[src/common/dsp_exec_pkg.sv]
package dsp_exec_pkg;

  // -----------------------------------------------------------------------
  // Instruction classes
  // -----------------------------------------------------------------------
  typedef enum logic [4:0] {
    OP_NOP, OP_ILLEGAL, OP_JUMP_ABS, OP_JUMP_REL, OP_LOAD_BYTE,
    OP_LOAD_INDEXED, OP_LOAD_WORD, OP_LOOP, OP_PUSH, OP_RET_INT,
    OP_RET_SUB, OP_SHIFT_LEFT, OP_SHIFT_RIGHT, OP_XOR_XY, OP_DIV_STEP,
    OP_MAC
  } op_class_e;

  // -----------------------------------------------------------------------
  // Decoded instruction carrier
  // -----------------------------------------------------------------------
  typedef struct packed {
    op_class_e   op;
    logic [3:0]  cond;
    logic [3:0]  dst;
    logic        idx_sel;
    logic [15:0] imm;
    logic [15:0] x_val;
    logic [15:0] y_val;
  } instr_s;

  typedef struct packed {
    logic c;
    logic n;
    logic z;
    logic b;
    logic v;
  } flags_s;

  // -----------------------------------------------------------------------
  // Register map (AXI4-Lite byte offsets)
  // -----------------------------------------------------------------------
  localparam logic [7:0] ADDR_INSTR    = 8'h00;
  localparam logic [7:0] ADDR_IMM      = 8'h04;
  localparam logic [7:0] ADDR_OPERAND  = 8'h08;
  localparam logic [7:0] ADDR_XY       = 8'h0C;
  localparam logic [7:0] ADDR_MEM_DATA = 8'h10;
  localparam logic [7:0] ADDR_PC       = 8'h14;
  localparam logic [7:0] ADDR_ACC      = 8'h18;
  localparam logic [7:0] ADDR_SP_FLAGS = 8'h1C;
  localparam logic [7:0] ADDR_STATUS   = 8'h20;
  localparam logic [7:0] ADDR_MASK     = 8'h24;
  localparam logic [7:0] ADDR_FREG     = 8'h28;
  localparam logic [7:0] ADDR_STORE    = 8'h2C;

  localparam int          ILLEGAL_BIT  = 15;
  localparam int          STATUS_DONE  = 0;
  localparam logic [15:0] SP_RESET     = 16'h00FF;
  localparam logic [1:0]  RESP_OKAY    = 2'b00;
  localparam logic [1:0]  RESP_SLVERR  = 2'b10;
  localparam logic [15:0] PC_STEP_ONE  = 16'h0001;
  localparam logic [15:0] PC_STEP_TWO  = 16'h0002;

  localparam logic [3:0]  COND_ALWAYS  = 4'h0;
  localparam logic [3:0]  COND_ZERO    = 4'h1;
  localparam logic [3:0]  COND_NZERO   = 4'h2;
  localparam logic [3:0]  COND_NEG     = 4'h3;
  localparam logic [3:0]  COND_CARRY   = 4'h4;

  // Instruction word at ADDR_INSTR: [4:0] class, [11:8] cond,
  // [15:12] destination, [16] reload select.
  localparam int INSTR_OP_LSB   = 0;
  localparam int INSTR_COND_LSB = 8;
  localparam int INSTR_DST_LSB  = 12;
  localparam int INSTR_IDX_BIT  = 16;

endpackage : dsp_exec_pkg

[src/core/dsp_instruction_execute.sv]
// What this block does
// - Illegal opcodes set status bit 15, step PC by one, keep flags.
// - Absolute jump loads the target if true, else PC plus 2, two cycles.
// - Relative jump adds a sign-extended 7-bit offset if true, else PC+1.
// - Byte load sign-extends 8 bits into a fast register, PC plus one.
// - Indexed load reads memory at r3 or r7 plus displacement, PC+1.
// - Word load writes a 16-bit constant to any register, PC plus two.
// - Loop holds PC while its condition is true, then steps PC by one.
// - Push writes a register at SP, then SP minus one and PC plus one.
// - Interrupt return bumps SP then loads PC from stack in three cycles.
// - Subroutine return loads PC from the stack at SP in three cycles.
// - Left shift moves the accumulator left one bit and sets C N Z B.
// - Right shift moves the accumulator right one bit and sets C N Z B.
// - Operand XOR writes X xor Y into the accumulator high half, clears the low half, sets N Z B.
// - Division step subtracts when non-negative and shifts in the bit.
// - Multiply-accumulate adds X times Y to the accumulator, two cycles.
`timescale 1ns/1ps
module dsp_instruction_execute
(
  // Clock and reset
  input  wire logic        aclk,
  input  wire logic        aresetn,
  // AXI4-Lite write address
  input  wire logic [7:0]  s_axi_awaddr,
  input  wire logic        s_axi_awvalid,
  output logic             s_axi_awready,
  // AXI4-Lite write data
  input  wire logic [31:0] s_axi_wdata,
  input  wire logic [3:0]  s_axi_wstrb,
  input  wire logic        s_axi_wvalid,
  output logic             s_axi_wready,
  // AXI4-Lite write response
  output logic [1:0]       s_axi_bresp,
  output logic             s_axi_bvalid,
  input  wire logic        s_axi_bready,
  // AXI4-Lite read address
  input  wire logic [7:0]  s_axi_araddr,
  input  wire logic        s_axi_arvalid,
  output logic             s_axi_arready,
  // AXI4-Lite read data
  output logic [31:0]      s_axi_rdata,
  output logic [1:0]       s_axi_rresp,
  output logic             s_axi_rvalid,
  input  wire logic        s_axi_rready,
  // Interrupt
  output logic             irq
);
  import dsp_exec_pkg::*;

  // -----------------------------------------------------------------------
  // State
  // -----------------------------------------------------------------------
  typedef enum {ST_IDLE, ST_EXEC, ST_EXTRA} exec_state_e;

  exec_state_e state;
  instr_s      cur;
  flags_s      flags;

  logic [15:0] pc;
  logic [15:0] stack_pointer;
  logic [15:0] accum_high;
  logic [15:0] accum_low;

  logic [15:0] fast_reg [0:15];
  logic [15:0] mem_data;
  logic [15:0] store_data;

  logic [15:0] status;
  logic [15:0] mask;

  logic [1:0]  cycles;
  logic        loop_active;

  logic        aw_held;
  logic        w_held;
  logic [7:0]  aw_addr;
  logic [31:0] w_data;
  logic [3:0]  w_strb;

  // -----------------------------------------------------------------------
  // Condition evaluation
  // -----------------------------------------------------------------------
  function automatic logic cond_true(input logic [3:0] c, input flags_s f);
    case (c)
      COND_ALWAYS: cond_true = 1'b1;
      COND_ZERO:   cond_true = f.z;
      COND_NZERO:  cond_true = !f.z;
      COND_NEG:    cond_true = f.n;
      COND_CARRY:  cond_true = f.c;
      default:     cond_true = 1'b0;
    endcase
  endfunction : cond_true

  function automatic flags_s logic_flags(input logic [31:0] a,
                                         input flags_s f);
    logic_flags   = f;
    logic_flags.n = a[31];
    logic_flags.z = (a == 32'h0000_0000);
    logic_flags.b = (a[31:16] != {16{a[15]}});
  endfunction : logic_flags

  // -----------------------------------------------------------------------
  // Datapath
  // -----------------------------------------------------------------------
  wire logic [31:0] accum       = {accum_high, accum_low};
  wire logic        taken       = cond_true(cur.cond, flags);

  wire logic [31:0] shl_val     = {accum[30:0], 1'b0};
  wire logic [31:0] shr_val     = {1'b0, accum[31:1]};
  wire logic [31:0] xor_val     = {cur.x_val ^ cur.y_val, 16'h0000};
  wire logic [16:0] div_diff    = {1'b0, accum_high} - {1'b0, cur.x_val};
  wire logic        div_ok      = !div_diff[16];
  wire logic [31:0] div_val     = div_ok ?
                                  {div_diff[14:0], accum_low, 1'b1} :
                                  {accum[30:0], 1'b0};

  wire logic [31:0] product     = $signed(cur.x_val) * $signed(cur.y_val);
  wire logic [32:0] mac_sum     = {accum[31], accum} +
                                  {product[31], product};

  wire logic [15:0] rel_off     = {{9{cur.imm[6]}}, cur.imm[6:0]};
  wire logic [15:0] byte_val    = {{8{cur.imm[7]}}, cur.imm[7:0]};
  wire logic [15:0] disp_val    = {{8{cur.imm[7]}}, cur.imm[7:0]};
  wire logic [15:0] reload_reg  = cur.idx_sel ? fast_reg[7] : fast_reg[3];
  wire logic [15:0] index_addr  = reload_reg + disp_val;

  wire logic [15:0] pc_one      = pc + PC_STEP_ONE;
  wire logic [15:0] pc_two      = pc + PC_STEP_TWO;

  wire logic [1:0]  need_cycles = (cur.op == OP_RET_INT ||
                                   cur.op == OP_RET_SUB) ? 2'd2 :
                                  (cur.op == OP_JUMP_ABS ||
                                   cur.op == OP_MAC) ? 2'd1 : 2'd0;
  wire logic        finish      = (state == ST_EXEC && need_cycles == 2'd0)
                                  || (state == ST_EXTRA && cycles == 2'd1);

  // -----------------------------------------------------------------------
  // Bus decode
  // -----------------------------------------------------------------------
  wire logic        wr_fire  = aw_held && w_held && !s_axi_bvalid;
  wire logic        wr_instr = wr_fire && aw_addr == ADDR_INSTR;
  wire logic        wr_clear = wr_fire && aw_addr == ADDR_STATUS;
  wire logic        busy     = state != ST_IDLE;
  wire logic        wr_map   = aw_addr <= ADDR_STORE && aw_addr[1:0] == 2'b00;
  wire logic [15:0] clr_bits = wr_clear ? w_data[15:0] : 16'h0000;
  wire logic        done_ev  = finish;
  wire logic        ill_ev   = finish && cur.op == OP_ILLEGAL;
  wire logic [15:0] set_bits = {ill_ev, 14'h0000, done_ev};

  // -----------------------------------------------------------------------
  // Write channel
  // -----------------------------------------------------------------------
  always_ff @(posedge aclk) begin
    if (!aresetn) begin
      aw_held       <= 1'b0;
      w_held        <= 1'b0;
      aw_addr       <= 8'h00;
      w_data        <= 32'h0000_0000;
      w_strb        <= 4'h0;
      s_axi_awready <= 1'b0;
      s_axi_wready  <= 1'b0;
      s_axi_bvalid  <= 1'b0;
      s_axi_bresp   <= RESP_OKAY;
    end else begin
      s_axi_awready <= !aw_held && !s_axi_awready && s_axi_awvalid;
      s_axi_wready  <= !w_held && !s_axi_wready && s_axi_wvalid;
      if (s_axi_awvalid && s_axi_awready) begin
        aw_held <= 1'b1;
        aw_addr <= s_axi_awaddr;
      end
      if (s_axi_wvalid && s_axi_wready) begin
        w_held <= 1'b1;
        w_data <= s_axi_wdata;
        w_strb <= s_axi_wstrb;
      end
      if (wr_fire) begin
        s_axi_bvalid <= 1'b1;
        s_axi_bresp  <= (wr_map && !(wr_instr && busy)) ? RESP_OKAY
                                                        : RESP_SLVERR;
        aw_held      <= 1'b0;
        w_held       <= 1'b0;
      end else if (s_axi_bvalid && s_axi_bready) begin
        s_axi_bvalid <= 1'b0;
      end
    end
  end

  // -----------------------------------------------------------------------
  // Software-loaded fields and status
  // -----------------------------------------------------------------------
  always_ff @(posedge aclk) begin
    if (!aresetn) begin
      cur        <= '0;
      mem_data   <= 16'h0000;
      mask       <= 16'h0000;
      status     <= 16'h0000;
      irq        <= 1'b0;
    end else begin
      status <= (status & ~clr_bits) | set_bits;
      irq    <= |(((status & ~clr_bits) | set_bits) & mask);
      if (wr_fire && !busy) begin
        case (aw_addr)
          ADDR_INSTR: begin
            cur.op      <= op_class_e'(w_data[INSTR_OP_LSB +: 5]);
            cur.cond    <= w_data[INSTR_COND_LSB +: 4];
            cur.dst     <= w_data[INSTR_DST_LSB +: 4];
            cur.idx_sel <= w_data[INSTR_IDX_BIT];
          end
          ADDR_IMM:      cur.imm   <= w_data[15:0];
          ADDR_OPERAND:  cur.x_val <= w_data[15:0];
          ADDR_XY:       cur.y_val <= w_data[15:0];
          ADDR_MEM_DATA: mem_data  <= w_data[15:0];
          ADDR_MASK:     mask      <= w_data[15:0];
          default: ;
        endcase
      end
    end
  end

  // -----------------------------------------------------------------------
  // Execution engine
  // -----------------------------------------------------------------------
  always_ff @(posedge aclk) begin
    if (!aresetn) begin
      state         <= ST_IDLE;
      cycles        <= 2'd0;
      pc            <= 16'h0000;
      stack_pointer <= SP_RESET;
      accum_high    <= 16'h0000;
      accum_low     <= 16'h0000;
      flags         <= '0;
      store_data    <= 16'h0000;
      loop_active   <= 1'b0;
      for (int i = 0; i < 16; i++) begin
        fast_reg[i] <= 16'h0000;
      end
    end else begin
      case (state)
        ST_IDLE: begin
          if (wr_instr && !busy) begin
            state <= ST_EXEC;
          end
        end
        ST_EXEC: begin
          cycles <= need_cycles;
          state  <= (need_cycles == 2'd0) ? ST_IDLE : ST_EXTRA;
          case (cur.op)
            OP_ILLEGAL:   pc <= pc_one;
            OP_JUMP_ABS:  pc <= taken ? cur.imm : pc_two;
            OP_JUMP_REL:  pc <= taken ? pc + rel_off : pc_one;
            OP_LOAD_BYTE: begin
              fast_reg[cur.dst] <= byte_val;
              pc                <= pc_one;
            end
            OP_LOAD_INDEXED: begin
              fast_reg[cur.dst] <= mem_data;
              store_data        <= index_addr;
              pc                <= pc_one;
            end
            OP_LOAD_WORD: begin
              fast_reg[cur.dst] <= cur.imm;
              pc                <= pc_two;
            end
            OP_LOOP: begin
              loop_active <= taken;
              pc          <= taken ? pc : pc_one;
            end
            OP_PUSH: begin
              store_data    <= fast_reg[cur.dst];
              stack_pointer <= stack_pointer - PC_STEP_ONE;
              pc            <= pc_one;
            end
            OP_RET_INT:   stack_pointer <= stack_pointer + PC_STEP_ONE;
            OP_SHIFT_LEFT: begin
              {accum_high, accum_low} <= shl_val;
              flags   <= logic_flags(shl_val, flags);
              flags.c <= accum[31];
              pc      <= pc_one;
            end
            OP_SHIFT_RIGHT: begin
              {accum_high, accum_low} <= shr_val;
              flags   <= logic_flags(shr_val, flags);
              flags.c <= accum[0];
              pc      <= pc_one;
            end
            OP_XOR_XY: begin
              {accum_high, accum_low} <= xor_val;
              flags <= logic_flags(xor_val, flags);
              pc    <= pc_one;
            end
            OP_DIV_STEP: begin
              {accum_high, accum_low} <= div_val;
              flags <= logic_flags(div_val, flags);
              pc    <= pc_one;
            end
            OP_MAC:       pc <= pc_one;
            default:      pc <= pc_one;
          endcase
        end
        ST_EXTRA: begin
          cycles <= cycles - 2'd1;
          if (cycles == 2'd1 && cur.op == OP_MAC) begin
            {accum_high, accum_low} <= mac_sum[31:0];
            flags   <= logic_flags(mac_sum[31:0], flags);
            flags.v <= mac_sum[32] != mac_sum[31];
          end
          if (cycles == 2'd1 && (cur.op == OP_RET_INT ||
                                 cur.op == OP_RET_SUB)) begin
            pc <= mem_data;
          end
          if (cycles == 2'd1) begin
            state <= ST_IDLE;
          end
        end
        default: state <= ST_IDLE;
      endcase
    end
  end

  // -----------------------------------------------------------------------
  // Read channel
  // -----------------------------------------------------------------------
  wire logic [31:0] rd_mux =
    (s_axi_araddr == ADDR_PC)       ? {16'h0000, pc} :
    (s_axi_araddr == ADDR_ACC)      ? accum :
    (s_axi_araddr == ADDR_SP_FLAGS) ? {11'h000, flags, stack_pointer} :
    (s_axi_araddr == ADDR_STATUS)   ? {14'h0000, loop_active, busy, status} :
    (s_axi_araddr == ADDR_MASK)     ? {16'h0000, mask} :
    (s_axi_araddr == ADDR_FREG)     ? {16'h0000, fast_reg[cur.dst]} :
    (s_axi_araddr == ADDR_STORE)    ? {16'h0000, store_data} :
                                      32'h0000_0000;
  wire logic rd_map = s_axi_araddr <= ADDR_STORE &&
                      s_axi_araddr[1:0] == 2'b00;

  always_ff @(posedge aclk) begin
    if (!aresetn) begin
      s_axi_arready <= 1'b0;
      s_axi_rvalid  <= 1'b0;
      s_axi_rdata   <= 32'h0000_0000;
      s_axi_rresp   <= RESP_OKAY;
    end else begin
      s_axi_arready <= !s_axi_arready && !s_axi_rvalid && s_axi_arvalid;
      if (s_axi_arvalid && s_axi_arready) begin
        s_axi_rvalid <= 1'b1;
        s_axi_rdata  <= rd_mux;
        s_axi_rresp  <= rd_map ? RESP_OKAY : RESP_SLVERR;
      end else if (s_axi_rvalid && s_axi_rready) begin
        s_axi_rvalid <= 1'b0;
      end
    end
  end

endmodule : dsp_instruction_execute

[config.mk]
export PLATFORM = sky130hd
export DESIGN_NAME = dsp_instruction_execute
export DESIGN_NICKNAME = d
export VERILOG_FILES = /design/src/common/dsp_exec_pkg.sv /design/src/core/dsp_instruction_execute.sv
export SDC_FILE = /design/constraint.sdc
export NUM_CORES = 2
export LEC_CHECK = 0
export BUFFER_PORTS_ARGS = -buffer_cell sky130_fd_sc_hd__buf_2
export CAP_MARGIN = 30
export CORE_MARGIN = 4
export CORE_UTILIZATION = 25
export CTS_CLUSTER_DIAMETER = 80
export DETAILED_ROUTE_END_ITERATION = 12
export PLACE_DENSITY = 0.5
export SYNTH_ARGS = -nofsm -noshare
export SYNTH_HDL_FRONTEND = slang
export SYNTH_SLANG_ARGS = --single-unit
[constraint.sdc]
create_clock -name aclk -period 21.9 [get_ports aclk]
set_input_delay 3.285 -clock aclk [delete_from_list [all_inputs] [get_ports aclk]]
set_output_delay 3.285 -clock aclk [all_outputs]
set_load 0.03 [all_outputs]
==> flow_metrics.py <==
metrics = {
    "status": {
        "status": "finished clean",
    },
    "floorplan": {
        "start_util": 0.252,
        "rows": 143,
        "io_pins": 101,
        "die_w_um": 399,
        "die_h_um": 399,
        "core-area_sq_mm": 0.152,
        "die-area_sq_mm": 0.160,
    },
    "logic_synthesis": {
        "synth_adder_area_share": 0.219,
        "yosys.area_share.simple": 0.163,
        "seq_area_frac_synth": 0.342,
        "yosys.area.top_type": "edfxtp_1",
        "synth_top_family_by_area": "adder cells",
        "synth-seq-cells": 526,
        "synth-edff-count": 256,
        "synthFlopType": "dfxtp_1",
        "synth_compound_area_frac": 0.119,
        "syn_inst": 3986,
        "synth-async-reset-ratio": 0,
        "syn_area_per_cell_sq_um": 9.61,
        "synth_area_leaders": "edfxtp_1 20%, fa_1 16%, dfxtp_1 14%",
        "muxShareOfSynthArea": 0.0742,
        "synth_area_sq_mm": 0.0383,
        "synth.distinct_cells": 85,
        "synth_top_area_frac": 0.201,
        "yosysWarnings": 0,
        "synthXorXnorAreaFrac": 0.0226,
    },
    "layout": {
        "largest_register_ffs": 256,
        "layout_commonest_cell": "nor2_1",
        "fin_nets": 4544,
        "fin_util": 0.287,
        "area_delta_synth_final_pct": 14.1,
        "drive_gt1_frac": 0.104,
        "final_cell_mix": "501 x nor2_1, 448 x nand2_1, 371 x inv_1, 303 x fa_1, 268 x dfxtp_1",
    },
    "pwr": {
        "p_switching_mw": 0.553,
        "leakage_nw": 17.6,
        "p_int_mw": 1.71,
        "pwr-share-clk": 0.500,
        "sw_frac_of_total": 0.244,
        "p_comb_frac": 0.033,
        "power_mw": 2.27,
        "peakVddDrop_mv": 0.0642,
        "seqPwrFrac": 0.467,
        "p_per_area_mw_per_mm2": 51.9,
    },
    "clock_network": {
        "root_buffer": "clkbuf_16",
        "ctsHoldBuffers": 0,
        "cts_inserted_buffers": 70,
        "clk_pin_slew_ns": 0.06,
        "post_cts_buffers": 0,
        "numClockSinks": 526,
        "clk_latency_ns": 0.67,
        "h-tree-depth": 3,
        "cts_tree": "done",
        "clock_path_buffers": 3,
        "cts_resized": 0,
    },
    "setup_path": {
        "worst_path_largest_cell_delay_ns": 0.85,
        "ff2ff_setup_slack_ns": 13.49,
        "cp_max_fo": 17,
        "crit_path_start_kind": "flop",
        "cp.required_ns": 22.42,
        "rr_startpoint": "cur[1]",
        "path_depth": 23,
        "path_cells": "nand2_1 -> inv_1 -> fa_1 -> inv_1 -> fa_1 -> inv_1 -> fa_1 -> fa_1 -> fa_1 -> inv_1 -> fa_1 -> inv_1 -> ha_1 -> a21oi_1 -> o21ai_0 -> a221o_1 -> and4b_1 -> a21oi_1 -> xor2_1 -> inv_1 -> o41a_1 -> a2111oi_2 -> o32ai_1",
        "cpMaxStageDelayCell": "dfxtp_1",
        "crit_arrival_ns": 8.93,
        "reg2regPathDepth": 23,
        "critPathTopFamily": "adder cells",
        "path_buf_inv": 6,
        "regToRegEndpoint": "flags[1]",
        "cp-end-kind": "flop",
        "path_class": "flop to flop",
    },
    "placement": {
        "gp_congestion": 0.906,
        "dp.final_hpwl_mm": 98.1,
        "port_buffers": 79,
    },
    "timing": {
        "fmax_ghz": 0.119,
        "slew_viol_final": 0,
        "maxSlewHeadroom": 0.294,
        "fin_crit_ns": 8.41,
        "rsz0062_at_grt": "no",
        "worst_clock_skew_ns": 0.0524,
        "hold_viol": 0,
        "period_share": 0.384,
        "worstMarginPinSlew_ns": 1.06,
        "setup_viol": 0,
        "tns_ns": 0,
    },
    "global_route": {
        "grt-ovfl-total": 0,
        "antenna_found_initial": 5,
        "grt_pass1_wl_mm": 201,
        "grt_util_all_layers": 0.167,
        "grt_pass1_vias": 30100,
        "grt_max_degree": 83,
    },
    "routing": {
        "drc": 0,
        "finalWirelength_mm": 134,
        "avgViaCountPerCell": 4.98,
        "vias": 30300,
        "drtAntennaViolNets": 0,
        "drt_iter0_drc": 2850,
        "wire_per_inst_um": 22.0,
        "dr.pass1.iters": 8,
    },
    "hold_path": {
        "hold_path_class": "flop to flop",
        "worst_hold_path.num_cells": 1,
        "hold_end": "s_axi_wready",
        "holdCritStartpoint": "w_held",
    },
    "job": {
        "max_cap_viol_count": 0,
    },
}
[layout make-up]
type                    instances  area, sq um
multi-input cells            2851        23000
flip-flops and latches        526        13100
inverters                     372         1400
clock inverters                38          385
clock buffers                  90         1890
diodes                          1         2.50
repair buffers                175         1390
fillers                     16100       108000
well taps                    2030         2540
[cell families (layout without fill, tap and decap cells)]
kind of cell,after synthesis,count (layout)
buffers and inverters,610,675
AOI/OAI and AO/OA,688,688
other,1,3
xor gates and xnor gates,99,99
muxes,182,182
DFF,526,526
adders and majority gates,489,489
and+or+nand+nor,1391,1391
[synth_stat cells, types with 29 or more instances]
cell type,instances
dfxtp_1,270
a221oi_1,40
ha_1,186
nand2_1,449
a31oi_1,31
mux2i_1,87
mux4_2,80
nor2_1,502
and2_1,134
o21ai_0,92
edfxtp_1,256
xnor2_1,64
xor2_1,35
nand3_1,79
clkbuf_1,210
a21oi_1,232
fa_1,303
a22oi_1,41
nor3_1,52
inv_1,371
o211ai_1,29
a211oi_1,43
[power by group through the flow]
stage | sequential, mW | clock, mW | combinational (mW)
floorplan | 1.08 | 0 | 0.0382
global placement | 1.08 | 0 | 0.0737
detailed placement | 1.08 | 0 | 0.0755
CTS | 1.06 | 1.16 | 0.0757
global route | 1.06 | 1.19 | 0.0805
finish | 1.06 | 1.13 | 0.0752
[through the flow]
step	instance area [sq um]	std cells	setup slack, ns	hold WS, ns
floorplan	38300	3987	14.75	0.424
global placement	41000	5936	13.58	0.443
detailed placement	41400	5952	13.56	0.448
CTS	43600	6080	13.53	0.456
global route	43700	6082	13.10	0.481
finish	43700	6083	13.49	0.454
[how the worst max path moves through the flow]
stage	from	end
after floorplan	cur[31]	flags[1]
after global placement	cur[1]	flags[1]
after detailed placement	cur[1]	flags[1]
after CTS	cur[1]	flags[1]
after global routing	cur[1]	flags[1]
final	cur[1]	flags[1]
[layer usage]
metal	vias to the layer above	routed length [um]	share of wire	track usage
met5	-	0	0	0
met4	0	2990	0.022	0.0405
met3	168	8810	0.066	0.0282
met2	990	62400	0.47	0.272
met1	15400	59900	0.45	0.231
li1	13800	-	-	-
No activity file was read; power rests on OpenSTA's default activity.
